<file path="src/sram_bus_pkg.sv">
// constants and types shared by the synchronous sram bus interface
package sram_bus_pkg;
	// ========================================
	// pin widths
	localparam int ADDR_W = 20;
	localparam int DATA_W = 18;
	localparam int BE_W = 2;
	localparam int LANE_W = 9;
	// ========================================
	// burst and storage
	localparam int BURST_LEN = 4;
	localparam logic [1:0] CNT_ZERO = 2'h0;
	localparam logic [1:0] CNT_ONE = 2'h1;
	localparam int MEM_AW = 4;
	localparam int FIFO_DEPTH = 8;
	// ========================================
	// register map, byte offsets
	localparam logic [7:0] CTRL_OFS = 8'h00;
	localparam logic [7:0] STAT_OFS = 8'h04;
	localparam int CTRL_HOLD_BIT = 0;
	localparam int CTRL_HIZ_BIT = 1;
	localparam int STAT_OP_LSB = 0;
	localparam int STAT_CNT_LSB = 4;
	localparam int STAT_TAP_BIT = 6;
	localparam int STAT_LVL_LSB = 8;
	localparam int STAT_DROP_LSB = 16;
	localparam logic [31:0] WORD_ZERO = 32'h0000_0000;
	localparam logic [7:0] DROP_ZERO = 8'h00;
	localparam logic [1:0] HRESP_OKAY = 2'h0;
	// ========================================
	// operation of the current address cycle
	typedef enum logic [2:0] {
		OP_DESEL = 3'b001,
		OP_READ = 3'b010,
		OP_WRITE = 3'b100
	} op_t;
endpackage

</file>
<file path="src/sram_bus_if.sv">
// sram bus interface: write fifo and device core with register slave
//
// The address map and the AHB-Lite register port were left to the implementer.
`timescale 1ns/100ps
// Overview of operation
// bursts step only the low two address bits, four words, linear or interleaved
// advance low ends any burst and loads new address and control
// read-not-write ignored while bursting; direction fixed at load
// read-not-write low on a load edge starts a write
// controller gives byte enables one cycle ahead of write data
// controller drives valid byte enables on write loads and advances
// clock enable high makes the edge absent; all state holds; the register slave and TEST_RESET_N still update their state here
// any chip enable inactive at a load edge starts a deselect cycle
// data bus goes high impedance one cycle after deselect begins
// pending read or write still finishes after deselect
// positive chip enable is active high; all three needed to select
// test port resets itself at power up; test reset optional
// read data flows out in the cycle after its load, unregistered
// controller drives write data the next cycle; captured at its end

// ========================================
// fifo
module sram_wr_fifo #(
	parameter int W = 8,
	parameter int DEPTH = 8
) (
	// clock and reset
	input wire logic clk,
	input wire logic rst_n,
	// fill side
	input wire logic in_valid,
	output logic in_ready,
	input wire logic [W-1:0] in_data,
	// drain side
	output logic out_valid,
	input wire logic out_ready,
	output logic [W-1:0] out_data,
	output logic [$clog2(DEPTH):0] level
);
	localparam int PW = $clog2(DEPTH);
	localparam logic [PW:0] FULL_CNT = (PW+1)'(DEPTH);
	localparam logic [PW-1:0] PTR_ONE = PW'(1);
	localparam logic [PW:0] CNT_STEP = (PW+1)'(1);
	typedef struct packed {
		logic [DEPTH-1:0][W-1:0] mem;
		logic [PW-1:0] wp;
		logic [PW-1:0] rp;
		logic [PW:0] cnt;
	} fifo_t;
	fifo_t s_ff, nxt_s;
	logic push, pop;

	assign in_ready = s_ff.cnt != FULL_CNT;
	assign out_valid = s_ff.cnt != '0;
	assign out_data = s_ff.mem[s_ff.rp];
	assign level = s_ff.cnt;
	assign push = in_valid && in_ready;
	assign pop = out_valid && out_ready;

	always_comb begin
		nxt_s = s_ff;
		if (push) begin
			nxt_s.mem[s_ff.wp] = in_data;
			nxt_s.wp = s_ff.wp + PTR_ONE;
		end
		if (pop)
			nxt_s.rp = s_ff.rp + PTR_ONE;
		if (push && !pop)
			nxt_s.cnt = s_ff.cnt + CNT_STEP;
		else if (pop && !push)
			nxt_s.cnt = s_ff.cnt - CNT_STEP;
	end

	always_ff @(posedge clk or negedge rst_n) begin
		if (!rst_n)
			s_ff <= '0;
		else
			s_ff <= nxt_s;
	end
endmodule

// ========================================
// device core
module sram_bus_if
	import sram_bus_pkg::*;
#(
	parameter int AW = ADDR_W,
	parameter int MAW = MEM_AW,
	parameter int DEPTH = FIFO_DEPTH
) (
	// clock and reset
	input wire logic CLK,
	input wire logic RESETN,
	// address and control pins
	input wire logic [sram_bus_pkg::ADDR_W-1:0] ADDR,
	input wire logic READ_NOT_WRITE,
	input wire logic ADVANCE_NOT_LOAD,
	input wire logic BURST_ORDER_SELECT_N,
	input wire logic CLOCK_ENABLE_N,
	input wire logic [sram_bus_pkg::BE_W-1:0] BYTE_WRITE_ENABLE_N,
	input wire logic CHIP_SELECT_FIRST_N,
	input wire logic CHIP_SELECT_SECOND_N,
	input wire logic CHIP_SELECT_POSITIVE,
	input wire logic OUTPUT_ENABLE_N,
	input wire logic TEST_RESET_N,
	// data bus
	input wire logic [sram_bus_pkg::DATA_W-1:0] DQ_IN,
	output logic [sram_bus_pkg::DATA_W-1:0] DQ_OUT,
	output logic DQ_OE_N,
	output logic WRITE_READY,
	// ahb-lite slave
	input wire logic HSEL,
	input wire logic [31:0] HADDR,
	input wire logic [1:0] HTRANS,
	input wire logic HWRITE,
	input wire logic [2:0] HSIZE,
	input wire logic [31:0] HWDATA,
	input wire logic HREADY,
	output logic HREADYOUT,
	output logic HRESP,
	output logic [31:0] HRDATA
);
	import sram_bus_pkg::*;
	localparam int FW = MAW + BE_W + DATA_W;
	localparam int LW = $clog2(DEPTH) + 1;

	typedef struct packed {
		op_t op;
		logic [AW-1:0] base;
		logic [1:0] cnt;
		logic ilv;
		logic [BE_W-1:0] be_n;
		logic [(1<<MAW)-1:0][DATA_W-1:0] mem;
		logic hold;
		logic hiz;
		logic [7:0] drops;
		logic tap_rst;
		logic dwr;
		logic [7:0] daddr;
		logic [31:0] rdata;
	} core_t;
	core_t s_ff, nxt_s;

	logic selected, run, wr_valid, dr_valid, dr_ready;
	logic [1:0] low;
	logic [MAW-1:0] cur_idx, dr_idx;
	logic [BE_W-1:0] dr_be_n;
	logic [DATA_W-1:0] dr_data;
	logic [LW-1:0] lvl;

	// word offset within the burst
	function automatic logic [1:0] burst_low(input logic [1:0] b,
		input logic [1:0] c, input logic ilv);
		burst_low = ilv ? (b ^ c) : 2'(b + c);
	endfunction

	assign selected = !CHIP_SELECT_FIRST_N && !CHIP_SELECT_SECOND_N
		&& CHIP_SELECT_POSITIVE;
	assign run = !CLOCK_ENABLE_N;
	assign low = burst_low(s_ff.base[1:0], s_ff.cnt, s_ff.ilv);
	assign cur_idx = {s_ff.base[MAW-1:2], low};
	// write data lands one cycle after its address cycle
	assign wr_valid = run && s_ff.op == OP_WRITE;
	assign dr_ready = run && !s_ff.hold;

	sram_wr_fifo #(.W(FW), .DEPTH(DEPTH)) u_fifo (
		.clk(CLK),
		.rst_n(RESETN),
		.in_valid(wr_valid),
		.in_ready(WRITE_READY),
		.in_data({cur_idx, s_ff.be_n, DQ_IN}),
		.out_valid(dr_valid),
		.out_ready(dr_ready),
		.out_data({dr_idx, dr_be_n, dr_data}),
		.level(lvl)
	);

	// flow-through read path
	assign DQ_OUT = s_ff.mem[cur_idx];
	assign DQ_OE_N = !(s_ff.op == OP_READ) || OUTPUT_ENABLE_N
		|| s_ff.hiz;
	assign HREADYOUT = 1'b1;
	assign HRESP = HRESP_OKAY[0];
	assign HRDATA = s_ff.rdata;

	always_comb begin
		nxt_s = s_ff;
		if (run) begin
			if (!ADVANCE_NOT_LOAD) begin
				nxt_s.cnt = CNT_ZERO;
				nxt_s.base = ADDR;
				nxt_s.ilv = BURST_ORDER_SELECT_N;
				nxt_s.be_n = BYTE_WRITE_ENABLE_N;
				if (!selected)
					nxt_s.op = OP_DESEL;
				else if (!READ_NOT_WRITE)
					nxt_s.op = OP_WRITE;
				else
					nxt_s.op = OP_READ;
			end else if (s_ff.op != OP_DESEL) begin
				nxt_s.cnt = s_ff.cnt + CNT_ONE;
				nxt_s.be_n = BYTE_WRITE_ENABLE_N;
			end
			if (wr_valid && !WRITE_READY)
				nxt_s.drops = s_ff.drops + 8'h01;
		end
		if (dr_valid && dr_ready) begin
			for (int b = 0; b < BE_W; b++) begin
				if (!dr_be_n[b])
					nxt_s.mem[dr_idx][b*LANE_W +: LANE_W] =
						dr_data[b*LANE_W +: LANE_W];
			end
		end
		if (!TEST_RESET_N)
			nxt_s.tap_rst = 1'b1;
		// register slave
		nxt_s.dwr = 1'b0;
		if (s_ff.dwr && s_ff.daddr == CTRL_OFS) begin
			nxt_s.hold = HWDATA[CTRL_HOLD_BIT];
			nxt_s.hiz = HWDATA[CTRL_HIZ_BIT];
		end
		if (HSEL && HREADY && HTRANS[1]) begin
			nxt_s.dwr = HWRITE;
			nxt_s.daddr = HADDR[7:0];
			nxt_s.rdata = WORD_ZERO;
			if (HADDR[7:0] == CTRL_OFS) begin
				nxt_s.rdata[CTRL_HOLD_BIT] = s_ff.hold;
				nxt_s.rdata[CTRL_HIZ_BIT] = s_ff.hiz;
			end else if (HADDR[7:0] == STAT_OFS) begin
				nxt_s.rdata[STAT_OP_LSB +: 3] = s_ff.op;
				nxt_s.rdata[STAT_CNT_LSB +: 2] = s_ff.cnt;
				nxt_s.rdata[STAT_TAP_BIT] = s_ff.tap_rst;
				nxt_s.rdata[STAT_LVL_LSB +: LW] = lvl;
				nxt_s.rdata[STAT_DROP_LSB +: 8] = s_ff.drops;
			end
		end
	end

	always_ff @(posedge CLK or negedge RESETN) begin
		if (!RESETN) begin
			s_ff <= '0;
			s_ff.op <= OP_DESEL;
			s_ff.tap_rst <= 1'b1;
			s_ff.drops <= DROP_ZERO;
		end else begin
			s_ff <= nxt_s;
		end
	end
endmodule

</file>
<file path="config.mk">
export PLATFORM = sky130hd
export DESIGN_NAME = sram_bus_if
export DESIGN_NICKNAME = d
export VERILOG_FILES = /design/src/sram_bus_pkg.sv /design/src/sram_bus_if.sv
export SDC_FILE = /design/constraint.sdc
export NUM_CORES = 1
export LEC_CHECK = 0
export ABC_AREA = 0
export BUFFER_PORTS_ARGS = -buffer_cell sky130_fd_sc_hd__buf_2
export CAP_MARGIN = 20
export CORE_MARGIN = 2
export CORE_UTILIZATION = 40
export CTS_BUF_LIST = sky130_fd_sc_hd__clkbuf_4
export DETAILED_ROUTE_END_ITERATION = 12
export GPL_TIMING_DRIVEN = 0
export HOLD_SLACK_MARGIN = 0.08
export PLACE_DENSITY = 0.53
export SYNTH_ARGS = -nofsm -noshare
export SYNTH_HDL_FRONTEND = slang
export SYNTH_SLANG_ARGS = --single-unit
</file>
<file path="constraint.sdc">
create_clock -name CLK -period 3.4 [get_ports CLK]
set_input_delay 0.17 -clock CLK [delete_from_list [all_inputs] [get_ports CLK]]
set_output_delay 0.17 -clock CLK [all_outputs]
set_load 0.02 [all_outputs]
</file>
After elaboration in Yosys (flattened, before gate mapping) --
Index checks and enable logic that the tools add are counted. W data, S select, Z words.
Word-level totals: bits in registers 539, input bits 123, word-level logic and storage cells 126
Operators by class: $add $sub $neg 7, magnitude comparators 6, eq/ne operators 6, multiplexer cells 35, bitwise logic cells 3, reductions and logical operators 31
Operators by type and width (number):
- $mux W288 | 3
- $bwmux W288 | 2
- $bwmux W192 | 1
- $demux W18 S4 | 2
- $bmux W18 S4 | 1
- $bmux W24 S3 | 1
- $demux W24 S3 | 1
- $mux W24 | 2
- $mux W41 | 1
- $mux W18 | 2
- $logic_not A8 Y1 | 2
- $mux W4 | 4
- $mux W8 | 2
- $mux W3 | 5
- $logic_and A1 B1 Y1 | 14
- $mux W2 | 6
- $lt A4 B5 Y1 const B | 2
- $mux W9 | 1
- $add A8 B1 Y8 const B | 1
- $eq A8 B3 Y1 const B | 1
- $logic_not A1 Y1 | 8
- $lt A3 B4 Y1 const B | 2
- $add A3 B1 Y3 const B | 2
- $reduce_and A2 Y1 | 3
- other kinds (17) | 19

Logic depth before layout (Yosys ltp) --
Gate-level depths: netlist (run 1).
word-level depth 11, depth in mapped cells 12, mapped depth without buffers 11

Modules after synthesis --
A second synthesis (run 1) with hierarchy kept.
Unflattened totals: cells, all modules 2112, area, all modules 27009.7 µm²
By module, submodules not included:
- sram_bus_if | times used 1, cells an instance 1557, area each 17571.9 µm²
- sram_wr_fifo | times used 1, cells an instance 555, area each 9437.8 µm²

Least setup slack after synthesis (run 1) --
No wires, ideal clock.
path type flip-flop to flip-flop, from reg u_fifo.s_ff (netlist bit u_fifo.level[1]), to reg u_fifo.s_ff (netlist bit u_fifo.level[3]), library setup time 0.125 ns, arrival 2.732 ns, path slack 0.543 ns, stages on the path, launching flop included 13, path buffers 1, period minus slack after synthesis 2.857 ns, path through dfrtp_1 or4b_2 nand2b_1 buf_4 inv_2 ha_1 inv_1 ha_1 a21o_1 a21oi_1 xnor2_1 nor2_1 xor2_1
On the way: cells in the longest elaborated chain, start to end 5, elaborated cells between the ends (all ways) 13, classes of those cells add/sub: 2; eq/ne: 1; mux: 2; reduce/logical: 8
Ends and longest elaborated chain:
- from (decl) | RTL line sram_bus_if.sv:50 | fifo_t s_ff, nxt_s;
- from (signal assigned) | RTL line sram_bus_if.sv:78 | s_ff <= nxt_s;
- $ne A4 B4 Y1 (*) | RTL line sram_bus_if.sv:53 | assign in_ready = s_ff.cnt != FULL_CNT;
- net WRITE_READY | RTL line sram_bus_if.sv:110 | output logic WRITE_READY,
- $logic_and A1 B1 Y1 (*) | RTL line sram_bus_if.sv:57 | assign push = in_valid && in_ready;
- net u_fifo.push | RTL line sram_bus_if.sv:51 | logic push, pop;
- $logic_not A1 Y1 | RTL line sram_bus_if.sv:70 | else if (pop && !push)
- $logic_and A1 B1 Y1 | RTL line sram_bus_if.sv:70
- $reduce_bool A2 Y1 (no source line)
The timed path passes the listed nets; every way through them passes the cells marked *. The select of a mux whose other input is x is not followed. A chain may end at the register's enable or synchronous reset.

Worst setup path in the final report (run 1) --
from reg s_ff[343] in the netlist's numbering, to out DQ_OUT[9] in the netlist's numbering
On the way: cells in the longest elaborated chain, start to end 4, elaborated cells between the ends (all ways) 5, classes of those cells add/sub: 1; mux: 3; bitwise: 1
Ends and longest elaborated chain:
- from (decl) | RTL line sram_bus_if.sv:142 | core_t s_ff, nxt_s;
- from (signal assigned) | RTL line sram_bus_if.sv:246 | s_ff <= nxt_s;
- $add A2 B2 Y2 / $xor A2 B2 Y2 (equally long branches) | RTL line sram_bus_if.sv:154 | burst_low = ilv ? (b ^ c) : 2'(b + c);
- $mux W2 (*) | RTL line sram_bus_if.sv:154
- net cur_idx[0] | RTL line sram_bus_if.sv:146 | logic [MAW-1:0] cur_idx, dr_idx;
- $bmux W18 S4 (*) | RTL line sram_bus_if.sv:179 | assign DQ_OUT = s_ff.mem[cur_idx];
- $mux W18 (not written as such) (*) | RTL line sram_bus_if.sv:179
- to (decl) | RTL line sram_bus_if.sv:108 | output logic [sram_bus_pkg::DATA_W-1:0] DQ_OUT,
Marked as above.

==> results of run 1 <==
-- power groups by stage --
| stage | clock [mW] | sequential, mW | combinational (mW) |
|---|---|---|---|
| 6_report | 6.13 | 6.72 | 3.65 |
| 5_1_grt | 6.75 | 6.74 | 3.89 |
| 4_1_cts | 6.37 | 6.72 | 3.47 |
| 3_5_place_dp | 0 | 6.83 | 2.97 |
| 3_3_place_gp | 0 | 6.83 | 2.88 |
| 2_1_floorplan | 0 | 6.79 | 1.90 |
-- cell type report --
type / instances / area [um2] / area share [%]
Inverter: 9 / 33.8 / 0.113
Sequential cell: 539 / 13500 / 45.1
Buffer: 118 / 828 / 2.77
Clock buffer: 226 / 1700 / 5.67
Antenna cell: 2 / 5.00 / 0.0167
Clock inverter: 34 / 260 / 0.870
Tap cell: 782 / 978 / 3.27
Multi-Input combinational cell: 887 / 10700 / 35.6
Timing Repair Buffer: 212 / 1960 / 6.55
-- what timing repair did --
item	in CTS	in global routing
endpoints found under the setup margin	18	18
hold buffers	106	0
pin swaps	7	30
cloned	0	4
gates resized for setup	89	76
buffers inserted	9	1
hold endpoints to repair	472	0
-- per-layer routing --
metal	track usage, %	vias to the layer above	routed length, um
met5	0	-	0
met4	7.03	0	1220
met3	5.13	95	2410
met2	31.5	250	28900
met1	25.8	7817	27100
li1	-	6569	-
-- placed cells by master (no fill, tap or decap), types with 5 or more instances in the layout --
| cell type | n |
|---|---|
| dfrtp_1 | 537 |
| mux2_2 | 513 |
| clkbuf_4 | 227 |
| mux4_2 | 118 |
| dlygate4sd3_1 | 105 |
| buf_2 | 90 |
| buf_4 | 51 |
| clkbuf_1 | 30 |
| a22oi_2 | 29 |
| nand2_1 | 25 |
| nor2_4 | 24 |
| clkinv_1 | 24 |
| buf_6 | 22 |
| conb_1 | 16 |
| a22o_1 | 15 |
| o21ai_0 | 12 |
| nand2_2 | 11 |
| xnor2_1 | 11 |
| nor2_1 | 10 |
| mux2i_1 | 10 |
| nand3_1 | 9 |
| nor2_2 | 9 |
| inv_1 | 8 |
| a22oi_1 | 7 |
| buf_16 | 7 |
| buf_12 | 6 |
| nand4_4 | 6 |
| ha_1 | 6 |
| inv_2 | 5 |
| clkbuf_16 | 5 |
| buf_1 | 5 |
| nand4_1 | 5 |
| xor2_1 | 5 |
| bufinv_16 | 5 |
-- final timing paths --
path / start / to / slack, ns / cells past startpoint
max: s_ff[343] / DQ_OUT[9] / 0.14 / 7
min: CLOCK_ENABLE_N / s_ff[344] / 0.25 / 4
max reg2reg: u_fifo.level[0] / u_fifo.level[3] / 0.16 / 12
min reg2reg: HRDATA[6] / HRDATA[6] / 0.48 / 1
max in group asynchronous: RESETN / u_fifo.s_ff[69] / 1.73 / 6
min in group asynchronous: RESETN / s_ff[365] / 0.38 / 3
-- flip-flops by register name, indices dropped and copies added, names as in the netlist --
name,count
u_fifo.level,4
u_fifo.s_ff,198
s_ff,317
HRDATA,18
cur_idx,2
-- cell families after synthesis --
logic type	after synthesis
buffers and inverters	128
XOR/XNOR	18
other	2
AND/OR/NAND/NOR	128
AO/OA/AOI/OAI	72
flip-flops	539
adder cells (fa/ha/maj)	8
multiplexers	645
-- per-stage QoR --
| stage | instance area [um2] | utilization, % | power (mW) | instances | TNS [ns] |
|---|---|---|---|---|---|
| 2_1_floorplan | 24600 | - | 8.68 | 1554 | 0 |
| 3_3_place_gp | 26000 | 43.0 | 9.70 | 2421 | -4765.17 |
| 4_1_cts | 29600 | 48.9 | 16.6 | 2802 | -0.0721 |
| 6_report | 29900 | 49.5 | 16.5 | 2809 | 0 |
| 3_5_place_dp | 26200 | 43.3 | 9.80 | 2428 | -3.82 |
| 5_1_grt | 29900 | 49.5 | 17.4 | 2808 | -0.331 |
-- tightest hold or removal path, stage by stage --
cell	delay [ns]
dlygate4sd3_1	0.51
buf_2	0.15
nor2_1	0.16
o2bb2ai_1	0.16
==> flow_metrics.tcl, run 1 <==
set metrics [dict create \
    synth.area.top_cells "dfrtp_1 55%, mux2_2 24%, mux4_2 11%" \
    fin_crit_sh_pct 95.8 \
    synthSimpleGateAreaFrac_pct 3.88 \
    cpPeakStageDelay_ns 0.55 \
    async_flop_share_pct 100 \
    hold_viol 0 \
    worst_setup_path_end_kind "primary output" \
    crit_family "multiplexers" \
    synthMuxAreaShare_pct 35.0 \
    hpwl_um 39200 \
    min_path_type "primary input to flop" \
    fin_nets 2049 \
    skew_ns 0.0383 \
    synth_cell_types 52 \
    finalWorstSetupSlack_ns 0.144 \
    synth_edf_count 0 \
    ant_nets 0 \
    fillers 5296 \
    clockBufferDepth 3 \
    netlist_area_um2 24600 \
    grt_pass1_vias 16300 \
    wl_per_cell_um 21.2 \
    worst_ep_required_time_ns 3.23 \
    cts_max_level 4 \
    hold_ws_ns 0.254 \
    cp_cell_sequence "ha_4, buf_8, buf_12, mux4_2, a22oi_2, nand2_2, buf_6" \
    synth_fa_ha_area_share_pct 0.438 \
    synth_top_cell_by_area "dfrtp_1" \
    drtPass1Iterations 4 \
    vias 14700 \
    finalMaxSlewViolations 0 \
    cp_num_buf_inv 3 \
    ys_seq_area_share_pct 54.9 \
    rows 90 \
    yosysMostFrequentCell "dfrtp_1" \
    status "finished, final reports clean" \
    drtIter0Drc 624 \
    ys.flop_type "dfrtp_1" \
    clock_sinks 539 \
    viasPerCell 5.24 \
    synth_top_area_share_pct 54.8 \
    grt_pass1_wl_um 94300 \
    p_leak_nw 14.4 \
    maxClockFrequency_ghz 0.307 \
    cts_tree "done" \
    period_needed_ns 3.26 \
    p_comb_share_pct 22.1 \
    synth_common_cells "538 x dfrtp_1, 513 x mux2_2, 118 x mux4_2, 43 x clkbuf_1, 38 x buf_4" \
    synthCells 1540 \
    seqPwrFrac_pct 40.7 \
    dp_slack_ns -0.270 \
    worstMarginPinSlew_ns 0.901 \
    die_area_um2 63400 \
    syn_avg_cell_area_um2 15.9 \
    final_layout_size_suffix_gt1_share_pct 57.0 \
    setup-violations-final 0 \
    start_util_pct 40.6 \
    gp_congestion 0.787 \
    synth_compound_area_share_pct 2.31 \
    drcViolationCount 0 \
    grt.overflow.total 0 \
    grt_usage_pct 19.6 \
    io_pins 177 \
    wirelength_um 59600 \
    crit_arrival_ns 3.09 \
    die_h_um 252 \
    pwr-share-clk_pct 37.1 \
    port_buffers 85 \
    core_area_um2 60500 \
    critPathLaunchType "flop" \
    path_max_fanout 8 \
    p_int_mw 11.7 \
    grt_max_degree 119 \
    yosys_register_bits 539 \
    relSlewSlack_pct 39.9 \
    area_growth_pct 21.8 \
    root_buffer "clkbuf_4" \
    clkTransAtPathRegs_ns 0.06 \
    cap_viol_max_count 0 \
    cpMaxStageDelayCell "mux4_2" \
    worstSkewPairLatency_ns 0.97 \
    cts_buffers 151 \
    netSwitchingFraction_pct 29.4 \
    antenna_found_initial 2 \
    synth_top_family_by_area "multiplexers" \
    grt_setup_unrepaired "yes" \
    die_w_um 252 \
    vdd_drop_max_v 0.000266 \
    criticalPathCategory "flop to primary output" \
    synthXorXnorAreaFrac_pct 0.642 \
    p_sw_mw 4.84 \
    synth-warning-count 0 \
    powerDensity_nw_per_um2 552 \
]
No activity file was read; power rests on OpenSTA's default activity.
==> inputs of run 2 (changes only) <==
==> constraint.sdc (replaced) <==
create_clock -name CLK -period 3.4 [get_ports CLK]
set_input_delay 0.51 -clock CLK [delete_from_list [all_inputs] [get_ports CLK]]
set_output_delay 0.51 -clock CLK [all_outputs]
set_load 0.02 [all_outputs]
==> run 2 against run 1 <==
  * The flow now finishes with violations (negative setup slack)
  * Clock-buffer cell count stayed put
  * Design area is 1.7% lower
  * Total power is 0.35% lower
  * Sequential share of layout area is 0.79 points higher
  * Sequential power hardly changed
  * Routed wire length is 1.1% lower
  * Worst hold slack better by 0.021 ns
  * Combinational power is 1% lower
  * Core utilization is 0.85 points lower
  * Via count is 1.5% lower
  * Critical path type unchanged
  * Critical endpoint is now DQ_OUT[13]
  * Largest power group unchanged
==> flow_metrics.tcl, run 2 (synthesized netlist as in run 1, its figures left out) <==
set metrics [dict create \
    min_path_type "primary input to flop" \
    cap_viol_max_count 0 \
    drtIter0Drc 644 \
    cpMaxStageDelayCell "mux4_2" \
    reg2reg_from "u_fifo.level[0]" \
    finalMaxSlewViolations 0 \
    place_area_um2 26200 \
    rows 90 \
    p_leak_nw 14.2 \
    cts_tree "done" \
    clock_sinks 539 \
    grt_usage_pct 19.4 \
    failed_checks "negative setup slack" \
    hpwl_um 39200 \
    grt_setup_unrepaired "yes" \
    grt_pass1_wl_um 93200 \
    cp_cell_sequence "ha_4, clkbuf_16, buf_16, mux4_2, a22oi_2, nand2_1, buf_6" \
    die_area_um2 63400 \
    root_buffer "clkbuf_4" \
    path_max_fanout 8 \
    grt.overflow.total 0 \
    die_w_um 252 \
    relSlewSlack_pct 39.8 \
    area_growth_pct 19.7 \
    clockBufferDepth 3 \
    viasPerCell 5.25 \
    grt_pass1_vias 16000 \
    largest_reg_flops 317 \
    post-route-util_pct 48.6 \
    core_area_um2 60500 \
    fin_nets 2001 \
    finalPower_mw 16.4 \
    criticalPathCategory "flop to primary output" \
    hp-start "HSEL" \
    place_inst 2428 \
    wirelength_um 58900 \
    holdPathEnd "s_ff[38]" \
    fin_area_um2 29400 \
    r2r_slack_ns 0.18 \
    fin_crit_sh_pct 106 \
    port_buffers 85 \
    rr_worst_depth 12 \
    drtPass1Iterations 4 \
    regMostFlops "s_ff" \
    vias 14500 \
    worst_setup_path_end_kind "primary output" \
    clkTransAtPathRegs_ns 0.07 \
    skew_ns 0.0362 \
    crit_family "multiplexers" \
    final_common_cell "dfrtp_1" \
    layout_common_cells "537 x dfrtp_1, 513 x mux2_2, 227 x clkbuf_4" \
    final_layout_size_suffix_gt1_share_pct 58.0 \
    antenna_found_initial 2 \
    cts_max_level 4 \
    r2r_end "u_fifo.level[3]" \
    setup-violations-final 18 \
    wl_per_cell_um 21.3 \
    powerDensity_nw_per_um2 559 \
    maxClockFrequency_ghz 0.278 \
    gp_congestion 0.787 \
    period_needed_ns 3.59 \
    drcViolationCount 0 \
    ant_nets 0 \
    worstSkewPairLatency_ns 0.97 \
    hold_depth 4 \
    finalWorstSetupSlack_ns -0.194 \
    final_cells 2761 \
    worst_ep_required_time_ns 2.89 \
    die_h_um 252 \
    start_util_pct 40.6 \
    cpPeakStageDelay_ns 0.56 \
    cts_buffers 151 \
    cp_num_buf_inv 3 \
    vdd_drop_max_v 0.000268 \
    worstMarginPinSlew_ns 0.903 \
    dp_slack_ns -0.610 \
    grt_max_degree 119 \
    critical_path_depth 7 \
    critPathLaunchType "flop" \
    hold_viol 0 \
    status "complete, but fails checks" \
    crit_arrival_ns 3.08 \
    io_pins 177 \
]
-- run 2: repair_timing --
item                       in CTS  in global routing
pin swaps                      12                 30
gates cloned                    1                  3
hold endpoints to repair      404                  0
setup buffers                   9                  2
setup endpoints to repair      18                 18
resized for setup             103                 56
hold buffers                   57                  0
-- run 2: worst max path at each step --
| stage | startpoint | end |
|---|---|---|
| 2_1_floorplan | u_fifo.level[1] | u_fifo.level[3] |
| 3_3_place_gp | RESETN | s_ff[65] |
| 3_5_place_dp | s_ff[343] | DQ_OUT[10] |
| 4_1_cts | s_ff[343] | DQ_OUT[5] |
| 5_1_grt | s_ff[345] | DQ_OUT[6] |
| 6_report | s_ff[343] | DQ_OUT[13] |
-- run 2: area by class of cell --
type	count	area, um2
clock inverter	34	260
sequential	539	13500
multi-input combinational	887	10600
tap	782	978
fill	5355	31100
clock buffer	226	1700
inverter	9	33.8
buffer	118	825
antenna	2	5.00
timing repair buffer	164	1480
-- run 2: worst reg2reg max path: cells and delay by family, from the launching register on --
family,cells,cell delay (ns)
buf+inv,3,0.78
fa+ha+maj,2,0.49
xor+xnor,2,0.27
flops,1,0.47
simple gates,3,0.74
compound gates,2,0.34
-- run 2: per-stage QoR --
step                       TNS, ns  hold WS, ns
final                        -2.99        0.275
after global routing         -6.71        0.169
after CTS                    -6.06        0.133
after detailed placement     -9.94        0.468
after global placement    -4954.55        0.462
after floorplan                  0        0.214
-- run 2: per-layer routing --
layer	GRT usage (%)	wire length (um)	vias up
li1	-	-	6470
met1	25.7	26900	7713
met2	31.0	28500	241
met3	5.13	2390	79
met4	6.68	1050	0
met5	0	0	-
-- run 2: power by group --
group	leakage (nW)	switching [mW]	internal, mW
registers	7.46	0.137	6.58
logic	5.55	1.95	1.64
clock network	1.17	2.74	3.39
==> inputs of run 3 (changes only) <==
Settings changed: REMOVE_ABC_BUFFERS set to 1.
==> run 3 against run 2 <==
  * The flow still finishes with violations (negative setup slack)
  * Highest routed layer unchanged
  * Clock skew is 0.028 ns higher
  * Routed wire length fell by 4.4%
  * Total power fell by 2.1%
  * Critical endpoint is now DQ_OUT[4]
  * Flip-flop and latch count is the same
  * Maximum frequency is 0.27% lower
  * Largest power group unchanged
  * First-iteration DRC count fell by 19%
==> flow_metrics.tcl, run 3 (synthesized netlist as in run 1, its figures left out) <==
set metrics [dict create \
    status "complete, but fails checks" \
    failed_checks "negative setup slack" \
    worstSkewPairLatency_ns 0.96 \
    cts_tree "done" \
    powerDensity_nw_per_um2 551 \
    grt_setup_unrepaired "yes" \
    die_w_um 252 \
    rows 90 \
    antenna_found_initial 3 \
    io_pins 177 \
    wl_met1_um 25200 \
    core_area_um2 60500 \
    regMostFlops "s_ff" \
    worst_setup_path_end_kind "primary output" \
    drcViolationCount 0 \
    drtPass1Iterations 4 \
    maxClockFrequency_ghz 0.278 \
    relSlewSlack_pct 33.0 \
    final_layout_size_suffix_gt1_share_pct 59.3 \
    criticalPathCategory "flop to primary output" \
    grt_usage_pct 18.6 \
    p_sw_mw 4.63 \
    p_comb_share_pct 21.0 \
    path_max_fanout 7 \
    fin_crit_sh_pct 106 \
    cap_viol_max_count 0 \
    seqPwrFrac_pct 43.1 \
    start_util_pct 40.6 \
    p_leak_nw 13.9 \
    hold_ws_ns 0.299 \
    critPathLaunchType "flop" \
    clkTransAtPathRegs_ns 0.06 \
    clock_sinks 539 \
    place_inst 2333 \
    grt_max_degree 125 \
    grt_pass1_vias 15600 \
    setup-violations-final 18 \
    port_buffers 85 \
    root_buffer "clkbuf_4" \
    period_needed_ns 3.60 \
    worstMarginPinSlew_ns 1.00 \
    finalWorstSetupSlack_ns -0.203 \
    largest_reg_flops 317 \
    top_layer "met4" \
    cts_buffers 149 \
    worst_ep_required_time_ns 2.89 \
    final_cells 2654 \
    crit_arrival_ns 3.09 \
    wl_per_cell_um 21.2 \
    drtIter0Drc 523 \
    area_growth_pct 18.9 \
    critPathLaunch "s_ff[344]" \
    vdd_drop_max_v 0.000338 \
    ant_nets 0 \
    vias 14000 \
    skew_ns 0.0645 \
    dr_wl_met2_um 28100 \
    p_int_mw 11.5 \
    wirelength_um 56300 \
    reg2reg_from "u_fifo.s_ff[4]" \
    die_h_um 252 \
    layout_common_cells "534 x dfrtp_1, 513 x mux2_2, 215 x clkbuf_4" \
    final_common_cell "dfrtp_1" \
    netSwitchingFraction_pct 28.8 \
    gp_congestion 0.710 \
    hold_viol 0 \
    clockBufferDepth 3 \
    grt.overflow.total 0 \
    wl_met3_um 1990 \
    hpwl_um 35000 \
    min_path_type "primary input to flop" \
    finalMaxSlewViolations 0 \
    viasPerCell 5.29 \
    grt_pass1_wl_um 90200 \
    fin_nets 1910 \
    pwr-share-clk_pct 35.9 \
    die_area_um2 63400 \
    hp-start "HTRANS[1]" \
    cts_max_level 4 \
]
-- run 3: cell types whose count changed in the layout (fill, tap and decap cells not counted), sizes merged --
cell / delta
buf: -44
bufbuf: +1
bufinv: -1
clkbuf: -51
clkinv: -9
diode: +3
dlygate4sd3: -6
-- run 3: stage by stage --
stage	area [um2]	power, mW	TNS [ns]	utilization, %	worst slack, ns
after floorplan	24000	8.63	-280.08	-	-2.62
after global placement	25400	9.31	-5893.59	42.0	-9.24
after detailed placement	26100	9.69	-3.43	43.1	-0.217
after CTS	29000	16.4	-5.93	48.0	-0.374
after global routing	29200	17.0	-6.31	48.3	-0.371
final	29200	16.1	-2.76	48.3	-0.203
-- run 3: layout make-up --
class / count / area (um2)
multi-input combinational: 887 / 10800
clock inverter: 24 / 203
tap: 782 / 978
inverter: 9 / 33.8
fill: 5267 / 31300
timing repair buffer: 193 / 2080
antenna: 5 / 12.5
clock buffer: 215 / 1610
sequential: 539 / 13500
-- run 3: worst paths after layout --
path | slack [ns] | end | depth (start not counted)
max | -0.20 | DQ_OUT[4] | 9
min | 0.30 | HRDATA[6] | 3
max reg2reg | 0.19 | s_ff[258] | 6
min reg2reg | 0.48 | s_ff[287] | 1
max in group asynchronous | 1.02 | s_ff[91] | 6
min in group asynchronous | 0.52 | s_ff[50] | 3
-- run 3: routing by layer --
metal	vias up	GRT usage, %
li1	6274	-
met1	7487	24.0
met2	211	30.5
met3	75	4.60
met4	0	6.86
met5	-	0
-- run 3: worst max-delay path, stage by stage (launching register included) --
cell	delay [ns]
dfrtp_1	0.45
xnor2_4	0.28
xnor2_4	0.17
buf_12	0.14
buf_8	0.14
buf_12	0.13
mux4_2	0.33
a22oi_2	0.26
nand2_2	0.10
buf_6	0.14
-- run 3: repair_timing --
item,in CTS,in global routing
pin swaps,22,11
hold buffers,51,0
setup buffers,19,0
endpoints found under the hold margin,346,0
endpoints found under the setup margin,25,64
gates resized for setup,71,35
cloned,5,1
-- run 3: power groups by stage --
stage | combinational, mW | clock, mW | sequential (mW)
2_1_floorplan | 1.56 | 0 | 7.07
3_3_place_gp | 2.00 | 0 | 7.31
3_5_place_dp | 2.64 | 0 | 7.05
4_1_cts | 3.42 | 6.04 | 6.94
5_1_grt | 3.61 | 6.40 | 6.97
6_report | 3.39 | 5.78 | 6.93
